File: src/inc/wolfd_cfg.svh
// Constants of the wake-frame detector: register map, fields, counts
// Contract
// Scan addressed frames when wake detection enabled
// Accept own-address or broadcast destination frames
// Sequence starts with six FFh bytes
// Then sixteen unbroken station address copies
// Optional password follows last address copy
// Sequence may start anywhere in payload
// Bad CRC suppresses any wake indication; code still raises O_IRQ through the CRC status bit when its mask bit is set
// Valid wake frame raises wake interrupt
// Optional general-purpose output on wake frame
// Detection works at 1000, 100, 10 Mb/s
// One 64-byte pattern also wakes
// Separate broadcast and unicast wake enables
// Config at index 134h, status 135h
// Six-byte password; any mismatch restarts search
`ifndef WOLFD_CFG_SVH
`define WOLFD_CFG_SVH

// Register indices, byte address is four times the index
`define WOLFD_IDX_CFG   10'h134
`define WOLFD_IDX_STS   10'h135
`define WOLFD_IDX_MASK  10'h136
`define WOLFD_IDX_MACLO 10'h137
`define WOLFD_IDX_MACHI 10'h138
`define WOLFD_IDX_PWDLO 10'h139
`define WOLFD_IDX_PWDHI 10'h13A
`define WOLFD_IDX_PMLO  10'h13B
`define WOLFD_IDX_PMHI  10'h13C
// Pattern words live at indices 140h to 14Fh
`define WOLFD_IDX_PAT   6'h14

// Configuration fields
`define WOLFD_CFG_MAGIC 0
`define WOLFD_CFG_BCAST 1
`define WOLFD_CFG_UCAST 2
`define WOLFD_CFG_PWD   3
`define WOLFD_CFG_PAT   4
`define WOLFD_CFG_GPIO  5
`define WOLFD_CFG_W     6
`define WOLFD_CFG_RST   6'h00

// Status fields
`define WOLFD_STS_MAGIC 0
`define WOLFD_STS_PAT   1
`define WOLFD_STS_CRC   2
`define WOLFD_STS_W     3
`define WOLFD_STS_RST   3'h0

// Frame and sequence counts
`define WOLFD_SYNC_BYTE 8'hFF
`define WOLFD_SYNC_LEN  3'h6
`define WOLFD_ADDR_LAST 3'h5
`define WOLFD_COPY_LAST 4'hF
`define WOLFD_PWD_LAST  3'h5
`define WOLFD_DA_LEN    7'h06
`define WOLFD_HDR_LEN   7'h0C
`define WOLFD_PAT_LEN   7'h40
`define WOLFD_CNT_MAX   7'h7F

// Reflected CRC-32 constants
`define WOLFD_CRC_POLY  32'hEDB88320
`define WOLFD_CRC_INIT  32'hFFFFFFFF
`define WOLFD_CRC_RES   32'hDEBB20E3

`endif

File: src/inc/wolfd_pkg.sv
// Types shared by the wake-frame detector
`default_nettype none
package wolfd_pkg;
  typedef enum logic [2:0] {
    WOLFD_SYNC = 3'b001,
    WOLFD_ADDR = 3'b010,
    WOLFD_PWD  = 3'b100
  } wolfd_phase_t;
endpackage : wolfd_pkg
`default_nettype wire

File: src/design/wolfd_crc32.sv
// Byte-wide reflected CRC-32 update step
`default_nettype none
`include "wolfd_cfg.svh"
module wolfd_crc32 (
  // Running value and new byte
  input  wire logic [31:0] i_crc,
  input  wire logic [7:0]  i_byte,
  // Updated value
  output logic      [31:0] o_crc
);
  logic [31:0] c;

  // Shift the byte in, least significant bit first
  always_comb begin
    c = i_crc;
    for (int k = 0; k < 8; k++) begin
      if (c[0] ^ i_byte[k]) begin
        c = (c >> 1) ^ `WOLFD_CRC_POLY;
      end else begin
        c = c >> 1;
      end
    end
    o_crc = c;
  end
endmodule : wolfd_crc32
`default_nettype wire

File: src/design/wolfd_top.sv
// Wake-frame detector with APB register file
`default_nettype none
`include "wolfd_cfg.svh"
module wolfd_top
  import wolfd_pkg::*;
(
  // Clock and reset
  input  wire logic        I_REF_CLK,
  input  wire logic        I_RST_N,
  // APB slave
  input  wire logic        I_PSEL,
  input  wire logic        I_PENABLE,
  input  wire logic        I_PWRITE,
  input  wire logic [11:0] I_PADDR,
  input  wire logic [31:0] I_PWDATA,
  output logic      [31:0] O_PRDATA,
  output logic             O_PREADY,
  output logic             O_PSLVERR,
  // Received frame bytes
  input  wire logic        I_RX_EN,
  input  wire logic        I_RX_VLD,
  input  wire logic [7:0]  I_RX_BYTE,
  // Wake outputs
  output logic             O_IRQ,
  output logic             O_WAKE_GPIO
);

  // Registers
  logic [`WOLFD_CFG_W-1:0] cfg_q;
  logic [`WOLFD_STS_W-1:0] sts_q;
  logic [`WOLFD_STS_W-1:0] sts_d;
  logic [`WOLFD_STS_W-1:0] mask_q;
  logic [31:0]             maclo_q;
  logic [15:0]             machi_q;
  logic [31:0]             pwdlo_q;
  logic [15:0]             pwdhi_q;
  logic [31:0]             pmlo_q;
  logic [31:0]             pmhi_q;
  logic [31:0]             pat_q [16];
  logic                    pready_q;
  logic                    pslverr_q;
  logic [31:0]             prdata_q;
  logic [31:0]             rdata;
  logic                    irq_q;
  logic                    gpio_q;

  // Bus decode
  wire       acc    = I_PSEL & I_PENABLE;
  wire [9:0] idx    = I_PADDR[11:2];
  wire       is_cfg = idx == `WOLFD_IDX_CFG;
  wire       is_sts = idx == `WOLFD_IDX_STS;
  wire       is_msk = idx == `WOLFD_IDX_MASK;
  wire       is_mlo = idx == `WOLFD_IDX_MACLO;
  wire       is_mhi = idx == `WOLFD_IDX_MACHI;
  wire       is_plo = idx == `WOLFD_IDX_PWDLO;
  wire       is_phi = idx == `WOLFD_IDX_PWDHI;
  wire       is_klo = idx == `WOLFD_IDX_PMLO;
  wire       is_khi = idx == `WOLFD_IDX_PMHI;
  wire       is_pat = idx[9:4] == `WOLFD_IDX_PAT;
  wire       mapped = is_cfg | is_sts | is_msk | is_mlo | is_mhi
                    | is_plo | is_phi | is_klo | is_khi | is_pat;
  wire       wr     = acc & pready_q & I_PWRITE & mapped;
  wire       sts_clr_any = wr & is_sts;

  // Read data selection
  always_comb begin
    if (is_cfg) begin
      rdata = {{(32-`WOLFD_CFG_W){1'b0}}, cfg_q};
    end else if (is_sts) begin
      rdata = {{(32-`WOLFD_STS_W){1'b0}}, sts_q};
    end else if (is_msk) begin
      rdata = {{(32-`WOLFD_STS_W){1'b0}}, mask_q};
    end else if (is_mlo) begin
      rdata = maclo_q;
    end else if (is_mhi) begin
      rdata = {16'h0000, machi_q};
    end else if (is_plo) begin
      rdata = pwdlo_q;
    end else if (is_phi) begin
      rdata = {16'h0000, pwdhi_q};
    end else if (is_klo) begin
      rdata = pmlo_q;
    end else if (is_khi) begin
      rdata = pmhi_q;
    end else if (is_pat) begin
      rdata = pat_q[idx[3:0]];
    end else begin
      rdata = 32'h0000_0000;
    end
  end

  // One wait state, then the answer
  always_ff @(posedge I_REF_CLK or negedge I_RST_N) begin
    if (!I_RST_N) begin
      pready_q  <= 1'b0;
      pslverr_q <= 1'b0;
      prdata_q  <= 32'h0000_0000;
    end else begin
      pready_q  <= acc & ~pready_q;
      pslverr_q <= acc & ~pready_q & ~mapped;
      prdata_q  <= (acc & ~pready_q & ~I_PWRITE) ? rdata : 32'h0000_0000;
    end
  end

  // Control registers written by software
  always_ff @(posedge I_REF_CLK or negedge I_RST_N) begin
    if (!I_RST_N) begin
      cfg_q   <= `WOLFD_CFG_RST;
      mask_q  <= `WOLFD_STS_RST;
      maclo_q <= 32'h0000_0000;
      machi_q <= 16'h0000;
      pwdlo_q <= 32'h0000_0000;
      pwdhi_q <= 16'h0000;
      pmlo_q  <= 32'h0000_0000;
      pmhi_q  <= 32'h0000_0000;
    end else if (wr) begin
      if (is_cfg) cfg_q <= I_PWDATA[`WOLFD_CFG_W-1:0];
      if (is_msk) mask_q <= I_PWDATA[`WOLFD_STS_W-1:0];
      if (is_mlo) maclo_q <= I_PWDATA;
      if (is_mhi) machi_q <= I_PWDATA[15:0];
      if (is_plo) pwdlo_q <= I_PWDATA;
      if (is_phi) pwdhi_q <= I_PWDATA[15:0];
      if (is_klo) pmlo_q <= I_PWDATA;
      if (is_khi) pmhi_q <= I_PWDATA;
    end
  end

  // Pattern memory, one word per entry
  for (genvar g = 0; g < 16; g++) begin : g_pat
    always_ff @(posedge I_REF_CLK or negedge I_RST_N) begin
      if (!I_RST_N) begin
        pat_q[g] <= 32'h0000_0000;
      end else if (wr && is_pat && idx[3:0] == 4'(g)) begin
        pat_q[g] <= I_PWDATA;
      end
    end
  end

  // Config bits
  wire en_magic = cfg_q[`WOLFD_CFG_MAGIC];
  wire en_bcast = cfg_q[`WOLFD_CFG_BCAST];
  wire en_ucast = cfg_q[`WOLFD_CFG_UCAST];
  wire en_pwd   = cfg_q[`WOLFD_CFG_PWD];
  wire en_pat   = cfg_q[`WOLFD_CFG_PAT];
  wire en_gpio  = cfg_q[`WOLFD_CFG_GPIO];

  // Per-frame state
  logic         rx_en_q;
  logic [6:0]   cnt_q;
  logic [31:0]  crc_q;
  logic         uc_q;
  logic         bc_q;
  logic         pat_ok_q;
  logic         hit_q;
  wolfd_phase_t phase_q;
  wolfd_phase_t phase_d;
  logic [2:0]   sync_q;
  logic [2:0]   sync_d;
  logic [2:0]   ab_q;
  logic [2:0]   ab_d;
  logic [3:0]   cp_q;
  logic [3:0]   cp_d;
  logic [2:0]   pw_q;
  logic [2:0]   pw_d;
  logic         hit_d;
  logic [31:0]  crc_nx;

  // Frame edges; a fresh frame starts from initial values
  wire sof = I_RX_EN & ~rx_en_q;
  wire eof = ~I_RX_EN & rx_en_q;
  wire vld = I_RX_EN & I_RX_VLD;
  wire [7:0] b = I_RX_BYTE;
  wire is_ff = b == `WOLFD_SYNC_BYTE;

  wire [6:0]   cnt_c  = sof ? 7'h00 : cnt_q;
  wire [31:0]  crc_c  = sof ? `WOLFD_CRC_INIT : crc_q;
  wire         uc_c   = sof | uc_q;
  wire         bc_c   = sof | bc_q;
  wire         pok_c  = sof | pat_ok_q;
  wire         hit_c  = ~sof & hit_q;
  wolfd_phase_t phase_c;
  assign phase_c = sof ? WOLFD_SYNC : phase_q;
  wire [2:0]   sync_c = sof ? 3'h0 : sync_q;
  wire [2:0]   ab_c   = sof ? 3'h0 : ab_q;
  wire [3:0]   cp_c   = sof ? 4'h0 : cp_q;
  wire [2:0]   pw_c   = sof ? 3'h0 : pw_q;

  // Expected bytes: station address and password, first byte lowest
  wire [47:0] station = {machi_q, maclo_q};
  wire [47:0] passwd  = {pwdhi_q, pwdlo_q};
  wire [7:0]  mac_b   = station[{ab_c, 3'b000} +: 8];
  wire [7:0]  da_b    = station[{cnt_c[2:0], 3'b000} +: 8];
  wire [7:0]  pwd_b   = passwd[{pw_c, 3'b000} +: 8];
  wire [63:0] pmask   = {pmhi_q, pmlo_q};
  wire [31:0] pword   = pat_q[cnt_c[5:2]];
  wire [7:0]  pat_b   = pword[{cnt_c[1:0], 3'b000} +: 8];
  wire        in_da   = cnt_c < `WOLFD_DA_LEN;
  wire        in_pat  = cnt_c < `WOLFD_PAT_LEN;
  wire        pat_bad = in_pat & pmask[cnt_c[5:0]] & (b != pat_b);
  // Scan from the payload on, at any byte offset; the byte strobe
  // hides the line rate, so all three speeds share this path
  wire        scan    = vld & en_magic & (cnt_c >= `WOLFD_HDR_LEN);
  wire        restart_ff = is_ff;

  wolfd_crc32 u_crc (
    .i_crc  (crc_c),
    .i_byte (b),
    .o_crc  (crc_nx)
  );

  // Sequence hunt: sync run, address copies, optional password
  always_comb begin
    phase_d = phase_c;
    sync_d  = sync_c;
    ab_d    = ab_c;
    cp_d    = cp_c;
    pw_d    = pw_c;
    hit_d   = hit_c;
    if (scan) begin
      case (phase_c)
        WOLFD_SYNC: begin
          if (is_ff) begin
            if (sync_c != `WOLFD_SYNC_LEN) sync_d = sync_c + 3'h1;
          end else if (sync_c == `WOLFD_SYNC_LEN && b == mac_b) begin
            phase_d = WOLFD_ADDR;
            ab_d    = 3'h1;
            cp_d    = 4'h0;
          end else begin
            sync_d = 3'h0;
          end
        end
        WOLFD_ADDR: begin
          if (b != mac_b) begin
            phase_d = WOLFD_SYNC;
            sync_d  = restart_ff ? 3'h1 : 3'h0;
            ab_d    = 3'h0;
          end else if (ab_c != `WOLFD_ADDR_LAST) begin
            ab_d = ab_c + 3'h1;
          end else if (cp_c != `WOLFD_COPY_LAST) begin
            ab_d = 3'h0;
            cp_d = cp_c + 4'h1;
          end else if (en_pwd) begin
            ab_d    = 3'h0;
            pw_d    = 3'h0;
            phase_d = WOLFD_PWD;
          end else begin
            ab_d    = 3'h0;
            sync_d  = 3'h0;
            hit_d   = 1'b1;
            phase_d = WOLFD_SYNC;
          end
        end
        WOLFD_PWD: begin
          if (b != pwd_b) begin
            phase_d = WOLFD_SYNC;
            sync_d  = restart_ff ? 3'h1 : 3'h0;
          end else if (pw_c != `WOLFD_PWD_LAST) begin
            pw_d = pw_c + 3'h1;
          end else begin
            hit_d   = 1'b1;
            sync_d  = 3'h0;
            phase_d = WOLFD_SYNC;
          end
        end
        default: begin
          phase_d = WOLFD_SYNC;
          sync_d  = 3'h0;
          ab_d    = 3'h0;
        end
      endcase
    end
  end

  // Per-frame registers
  always_ff @(posedge I_REF_CLK or negedge I_RST_N) begin
    if (!I_RST_N) begin
      rx_en_q  <= 1'b0;
      cnt_q    <= 7'h00;
      crc_q    <= `WOLFD_CRC_INIT;
      uc_q     <= 1'b0;
      bc_q     <= 1'b0;
      pat_ok_q <= 1'b0;
      hit_q    <= 1'b0;
      phase_q  <= WOLFD_SYNC;
      sync_q   <= 3'h0;
      ab_q     <= 3'h0;
      cp_q     <= 4'h0;
      pw_q     <= 3'h0;
    end else begin
      rx_en_q  <= I_RX_EN;
      cnt_q    <= (vld && cnt_c != `WOLFD_CNT_MAX) ? cnt_c + 7'h01 : cnt_c;
      crc_q    <= vld ? crc_nx : crc_c;
      uc_q     <= uc_c & ~(vld & in_da & (b != da_b));
      bc_q     <= bc_c & ~(vld & in_da & ~is_ff);
      pat_ok_q <= pok_c & ~(vld & pat_bad);
      hit_q    <= hit_d;
      phase_q  <= phase_d;
      sync_q   <= sync_d;
      ab_q     <= ab_d;
      cp_q     <= cp_d;
      pw_q     <= pw_d;
    end
  end

  // Frame verdict at the end of the frame
  wire crc_good  = crc_q == `WOLFD_CRC_RES;
  wire long_hdr  = cnt_q >= `WOLFD_HDR_LEN;
  wire addr_ok   = long_hdr & ((uc_q & en_ucast) | (bc_q & en_bcast));
  wire magic_cand = eof & en_magic & hit_q & addr_ok;
  wire pat_cand  = eof & en_pat & pat_ok_q & (cnt_q >= `WOLFD_PAT_LEN);
  wire magic_set = magic_cand & crc_good;
  wire pat_set   = pat_cand & crc_good;
  wire crc_set   = (magic_cand | pat_cand) & ~crc_good;
  wire [`WOLFD_STS_W-1:0] sts_set = {crc_set, pat_set, magic_set};
  wire [`WOLFD_STS_W-1:0] sts_clr =
    sts_clr_any ? I_PWDATA[`WOLFD_STS_W-1:0] : `WOLFD_STS_RST;

  // Sticky status, a new event beats a same-cycle clear
  assign sts_d = (sts_q & ~sts_clr) | sts_set;

  // Status and wake outputs
  always_ff @(posedge I_REF_CLK or negedge I_RST_N) begin
    if (!I_RST_N) begin
      sts_q  <= `WOLFD_STS_RST;
      irq_q  <= 1'b0;
      gpio_q <= 1'b0;
    end else begin
      sts_q  <= sts_d;
      irq_q  <= |(sts_q & mask_q);
      gpio_q <= en_gpio & (sts_q[`WOLFD_STS_MAGIC] | sts_q[`WOLFD_STS_PAT]);
    end
  end

  assign O_PRDATA    = prdata_q;
  assign O_PREADY    = pready_q;
  assign O_PSLVERR   = pslverr_q;
  assign O_IRQ       = irq_q;
  assign O_WAKE_GPIO = gpio_q;
endmodule : wolfd_top
`default_nettype wire

File: config.mk
export PLATFORM = sky130hd
export DESIGN_NAME = wolfd_top
export DESIGN_NICKNAME = d
export VERILOG_FILES = /design/src/inc/wolfd_pkg.sv /design/src/design/wolfd_crc32.sv /design/src/design/wolfd_top.sv
export VERILOG_INCLUDE_DIRS = /design/src /design/src/inc
export SDC_FILE = /design/constraint.sdc
export NUM_CORES = 2
export LEC_CHECK = 0
export BUFFER_PORTS_ARGS = -buffer_cell sky130_fd_sc_hd__buf_2
export CAP_MARGIN = 20
export CORE_MARGIN = 4
export CORE_UTILIZATION = 36
export CTS_CLUSTER_SIZE = 8
export DETAILED_ROUTE_END_ITERATION = 16
export GPL_TIMING_DRIVEN = 0
export PLACE_DENSITY = 0.52
export SLEW_MARGIN = 20
export SYNTH_ARGS = -nofsm -noshare
export SYNTH_HDL_FRONTEND = slang
export SYNTH_SLANG_ARGS = --single-unit
File: constraint.sdc
create_clock -name I_REF_CLK -period 6.9 [get_ports I_REF_CLK]
set_clock_uncertainty 0.15 [all_clocks]
set_input_delay 1.38 -clock I_REF_CLK [delete_from_list [all_inputs] [get_ports I_REF_CLK]]
set_output_delay 1.38 -clock I_REF_CLK [all_outputs]
set_load 0.005 [all_outputs]
* Yosys cells after proc, flatten, opt, wreduce, memory -nomap -nowiden
Cells that the tools add are included.
Word-level totals: word-level logic and storage cells 301, input port bits 59, output and inout bits 36, register bits 780
Operators by class: multiplexer cells 88, equal/unequal tests 41, add/sub/neg operators 5, shift-type cells 4, reductions and logical operators 29, bitwise gates (word level) 84, order comparisons 8
Operators with widths (count):
- 32-bit two-way mux | 25
- 32-bit binary-select mux with 4-bit select | 2
- 48-bit by 7-bit indexed part select with 8-bit output | 3
- 13-bit inverter with 14-bit output | 8
- 3-bit two-way mux | 36
- 10-bit by 9-bit == test with 1-bit output, second input constant | 9
- 1-bit AND | 36
- 32-bit == test, second input constant | 1
- 4-bit == test, second input constant | 8
- 8-bit != test | 4
- 32-bit by 6-bit indexed part select with 8-bit output | 1
- 4-bit two-way mux | 7
- 3-bit case mux with 3 select lines | 3
- 1-bit logical AND | 19
- 4-bit by 3-bit == test with 1-bit output, second input constant | 4
- 2-bit AND reduction | 8
- 1-bit OR | 15
- 7-bit by 4-bit >= comparator with 1-bit output, second input constant | 2
- 7-bit two-way mux | 2
- 1-bit inverter | 11
- 5-bit >= comparator, second input constant | 2
- 4-bit inverter with 5-bit output | 2
- 3-bit by 1-bit adder with 3-bit output, second input constant | 3
- 1-bit two-way mux | 9
- other kinds (27) | 39

* Longest topological paths before layout
word-level depth 20, depth in mapped cells 19, depth with buffers taken out 10

* By module
From an unflattened synthesis, not the netlist that was laid out.
Unflattened totals: cell total of the unflattened synthesis 3599, area total of the unflattened synthesis 43520.5 sq um
By module, submodules not included:
- wolfd_top | cells each 3529, area each 42751.0 sq um, instances 1, seq. area each 19560.0 sq um
- wolfd_crc32 | cells each 70, area each 769.5 sq um, instances 1, seq. area each 0.0 sq um

* Worst setup path after synthesis
Ideal clock, no wire load.
path kind input port to flip-flop, start in I_RX_EN, end reg sync_q[0], path buffers 9, cell stages on the path 19, arrival time 4657 ps, setup time 124 ps, required time 6626 ps, path slack 1969 ps, path through nand2b_2 -> buf_6 -> buf_6 -> buf_12 -> buf_6 -> buf_4 -> buf_2 -> buf_2 -> clkbuf_1 -> buf_2 -> nand2_1 -> inv_1 -> ha_1 -> nand4_1 -> or3_1 -> and2_1 -> a32o_1 -> or2_2 -> a211o_1
Between the ends: cells in the longest elaborated chain, start to end 9, elaborated cells between the ends (all ways) 37, classes of those cells add/sub: 1; order compare: 1; eq/ne: 11; shift: 2; mux: 17; bitwise: 4; reduce/logical: 1
RTL lines:
- from (decl) | RTL line wolfd_top.sv:20 | input wire logic I_RX_EN,
- 1-bit AND | RTL line wolfd_top.sv:169 | wire sof = I_RX_EN & ~rx_en_q;
- 3-bit two-way mux | RTL line wolfd_top.sv:184 | wire [2:0] ab_c = sof ? 3'h0 : ab_q;
- 48-bit by 7-bit indexed part select with 8-bit output | RTL line wolfd_top.sv:191 | wire [7:0] mac_b = station[{ab_c, 3'b000} +: 8];
- 8-bit == test | RTL line wolfd_top.sv:224 | end else if (sync_c == `WOLFD_SYNC_LEN && b == mac_b) begin
- 1-bit logical AND | RTL line wolfd_top.sv:224
- 3-bit two-way mux | RTL line wolfd_top.sv:224
- 3-bit two-way mux | RTL line wolfd_top.sv:222 | if (is_ff) begin
- 3-bit case mux with 3 select lines | RTL line wolfd_top.sv:220 | case (phase_c)
- 3-bit two-way mux * | RTL line wolfd_top.sv:219 | if (scan) begin
- net sync_d[0] | RTL line wolfd_top.sv:158 | logic [2:0] sync_d;
- to (signal assigned) | RTL line wolfd_top.sv:298 | sync_q <= sync_d;
- to (decl) | RTL line wolfd_top.sv:157 | logic [2:0] sync_q;
The timed path passes the listed nets; every way through them passes the cells marked *. A chain may end at the register's enable or synchronous reset.

* Worst setup path after layout
Ends and elaborated chain as after synthesis.

==> results by group <==
Status
  • Status: finished clean

Job
  • Max_cap viols: 0

Clock network
  • Longest Clk Path Bufs: 3
  • Postcts setup bufs: 0
  • Root buffer cell: clkbuf_16
  • Worst-path clk slew: 0.06 ns
  • Post_cts resized: 0
  • # clock sinks: 780
  • Hold-fix buffers, CTS: 0
  • CTS tree: built
  • H-tree levels: 3
  • CTS Buf Count: 108
  • Worst-Skew Late Latency: 0.72 ns

Critical path
  • Crit-path leading delay family: buffers and inverters
  • Worst Path Buf+Inv: 11
  • Slowest cell on the critical path: clkbuf_1
  • Crit Path Max Fanout: 10
  • Critical Path RT: 7.34 ns
  • Crit end category: flip-flop
  • WP data arrival: 7.18 ns
  • Critical path cell sequence: buf_2 > nand2b_2 > buf_6 > buf_6 > buf_12 > buf_6 > buf_4 > buf_2 > buf_2 > clkbuf_1 > buf_2 > nand2_1 > inv_1 > ha_1 > nand4_1 > or3_1 > and2_1 > a32o_1 > or2_2 > a211o_1
  • CP startpoint kind: input port
  • Crit-path most repeated cell: buf_2
  • Slowest cell delay on critical path: 0.87 ns
  • CP Class: in2reg

STA
  • Hold slack: 0.352 ns
  • Part of the cycle the worst path needs: 97.8%
  • Count of pins over their slew limit: 0
  • Relative max-transition margin: 4.89%
  • Final worst setup slack: 0.154 ns
  • Setup TNS: 0 ns
  • RSZ-0062 raised after global routing: false
  • Hold Fails Final Rpt: 0
  • Endpoints failing setup: 0
  • Fmax achieved: 148 MHz
  • Worst slew pin tran: 1.43 ns
  • Tmin final: 6.75 ns

Route
  • WL/cell: 38.7 µm
  • Initial DRC count: 4979
  • Antenna viol nets, final: 0
  • Residual DRC count: 0
  • DR vias: 36300
  • Total wire length: 212000 µm
  • DRT Pass-1 Iters: 7
  • Vias per inst: 6.63

Yosys
  • Synth Register Bits: 780
  • Asr flop ratio synth: 100%
  • Share of the synthesized area in the top cell type: 43.3%
  • Yosys top cell by area: dfrtp_1
  • Most frequent cell after synthesis: dfrtp_1
  • Top FF cell, synth: dfrtp_1
  • Sequential area share after synthesis: 45.3%
  • Yosys warnings: 0
  • Post-synth EDFFs: 0
  • Post-synth top cells: dfrtp_1 (747), mux2_2 (707), clkbuf_1 (218)
  • Cell variety after synth: 87
  • Post-Syn Area per Cell: 11.8 µm²
  • Net Count, Synth: 3715
  • Mapped Area: 43100 µm²
  • Cells after Synth: 3650
  • Synth top area cells: dfrtp_1 (43%), mux2_2 (18%), mux4_2 (9.1%)

GRT
  • Remaining Overflow, GRT: 0
  • First-pass GRT wire length: 291000 µm
  • Number of global-route vias before repair: 35600
  • Largest net degree at the start of global routing: 115
  • Global Route Usage Sum: 33.0%
  • Initial antenna violation count: 18

Placed design
  • IO buf count: 68
  • Worst slack, placed: -0.457 ns
  • RePlAce Congestion: 1.01
  • Final HPWL DP: 152000 µm
  • Area after DPL: 45900 µm²

Layout
  • Layout cell share with drive strength beyond 1: 33.3%
  • Syn-to-layout area delta: 13.3%
  • Layout Nets: 3910
  • Fillers: 11500
  • Finished Cell Area: 48900 µm²

Pwr
  • P_int: 8.17 mW
  • Logic pwr share: 16.6%
  • P_sw: 3.55 mW
  • Register share of total power: 41.2%
  • Power Density: 240 nW/µm²
  • Switching Share: 30.3%
  • Max VDD drop: 0.185 mV
  • Clock network power share: 42.1%
  • Leakage: 21.2 nW

Floorplan
  • Die area: 125000 µm²
  • Initial Utilization: 36.4%
  • Core box area: 119000 µm²
  • Die width: 354 µm
  • Num rows: 126
  • Die Y: 354 µm
  • Number of top-level pins: 95

Hold path
  • Hold/Removal Path Class: reg2reg
[worst register-to-register path, stage by stage (launching register included)]
cell and delay (ns):
dfrtp_1 0.41, nand2b_2 0.18, buf_6 0.15, buf_6 0.17, buf_12 0.14, buf_6 0.19
buf_4 0.32, buf_2 0.56, buf_2 0.74, clkbuf_1 0.89, buf_2 0.41, nand2_1 0.11
inv_1 0.06, ha_1 0.19, nand4_1 0.21, or3_1 0.41, and2_1 0.18, a32o_1 0.22
or2_2 0.30, a211o_1 0.30
[metal layers]
metal  vias up  wire length [µm]  share of wire (%)  GRT usage (%)
met5         -                46              0.022              0
met4         6             16200                7.6           19.8
met3       765             22700                 11           9.93
met2      2533             91200                 43           49.2
met1     18800             82000                 39           42.3
li1      14200                 -                  -              -
[layout by cell type, fill, tap and decap left out, drive strengths merged, types with 20 or more instances in the layout]
cell	Yosys	layout
a22oi	64	64
o221ai	55	55
mux4	175	175
dfrtp	747	747
mux2i	105	105
nor3	39	39
inv	65	66
nand3	41	41
nor2	187	187
dfstp	33	33
o211ai	22	22
or3	20	20
nand4	21	21
o22ai	58	58
clkbuf	218	342
xnor2	63	63
nand2	203	203
a31oi	73	73
nor4	24	24
and3	20	20
a21oi	114	114
a221oi	49	49
buf	135	220
mux2	709	709
a211oi	53	53
o21ai	157	157
nor2b	25	25
[state kept, by name (all words and copies together), names as in the netlist, 4 cells and up]
name	flops
pat_q	512
pwdlo_q	32
cnt_q	7
crc_q	32
maclo_q	32
O_PRDATA	32
pwdhi_q	16
cfg_q	6
pmlo_q	32
pmhi_q	32
cp_q	4
machi_q	16
[per-stage QoR]
stage,util (%),instances,power [mW]
after global routing,41.2,5464,12.0
after floorplan,-,3650,5.97
final,41.2,5476,11.7
after detailed placement,38.7,5333,6.78
after CTS,41.2,5462,11.7
after global placement,38.4,5318,6.76
[kinds of logic (layout without fill, tap and decap cells)]
logic type | after synthesis | after routing | synth area share, %
multiplexers | 989 | 989 | 30.1
flip-flops | 780 | 780 | 45.3
AO/OA/AOI/OAI | 753 | 753 | 11.9
AND/OR/NAND/NOR | 627 | 627 | 6.84
buffers and inverters | 419 | 633 | 4.06
XOR/XNOR | 76 | 76 | 1.63
adder cells (fa/ha/maj) | 6 | 6 | 0.174
other | 0 | 12 | 0
[power by group through the flow]
stage / Clock (mW) / Sequential, mW / Combinational [mW]
CTS: 4.95 / 4.83 / 1.88
floorplan: 0 / 4.86 / 1.11
global route: 5.15 / 4.84 / 2.02
detailed placement: 0 / 4.90 / 1.88
finish: 4.94 / 4.83 / 1.95
global placement: 0 / 4.91 / 1.85
[final timing paths]
kind	cells after the start	startpoint	slack, ns	endpoint
min in group asynchronous	1	I_RST_N	0.44	O_PREADY
setup / recovery	20	I_RX_EN	0.15	sync_q[0]
setup reg to reg	19	rx_en_q	0.51	sync_q[0]
max in group asynchronous	5	I_RST_N	3.66	pat_q[343]
hold reg to reg	1	cp_q[0]	0.35	cp_q[0]
hold / removal	1	cp_q[0]	0.35	cp_q[0]
[cell type report]
cell class,instances,area [µm²],share of cell area [%]
Clock buffer,124,2840,5.80
Buffer,353,1550,3.16
Timing Repair Buffer,85,679,1.39
Inverter,66,248,0.507
Multi-Input combinational cell,2451,21900,44.8
Sequential cell,780,19600,40.0
Antenna cell,12,30.0,0.0614
Tap cell,1600,2000,4.10
Clock inverter,5,62.6,0.128
(Power assumes the default switching activity.)
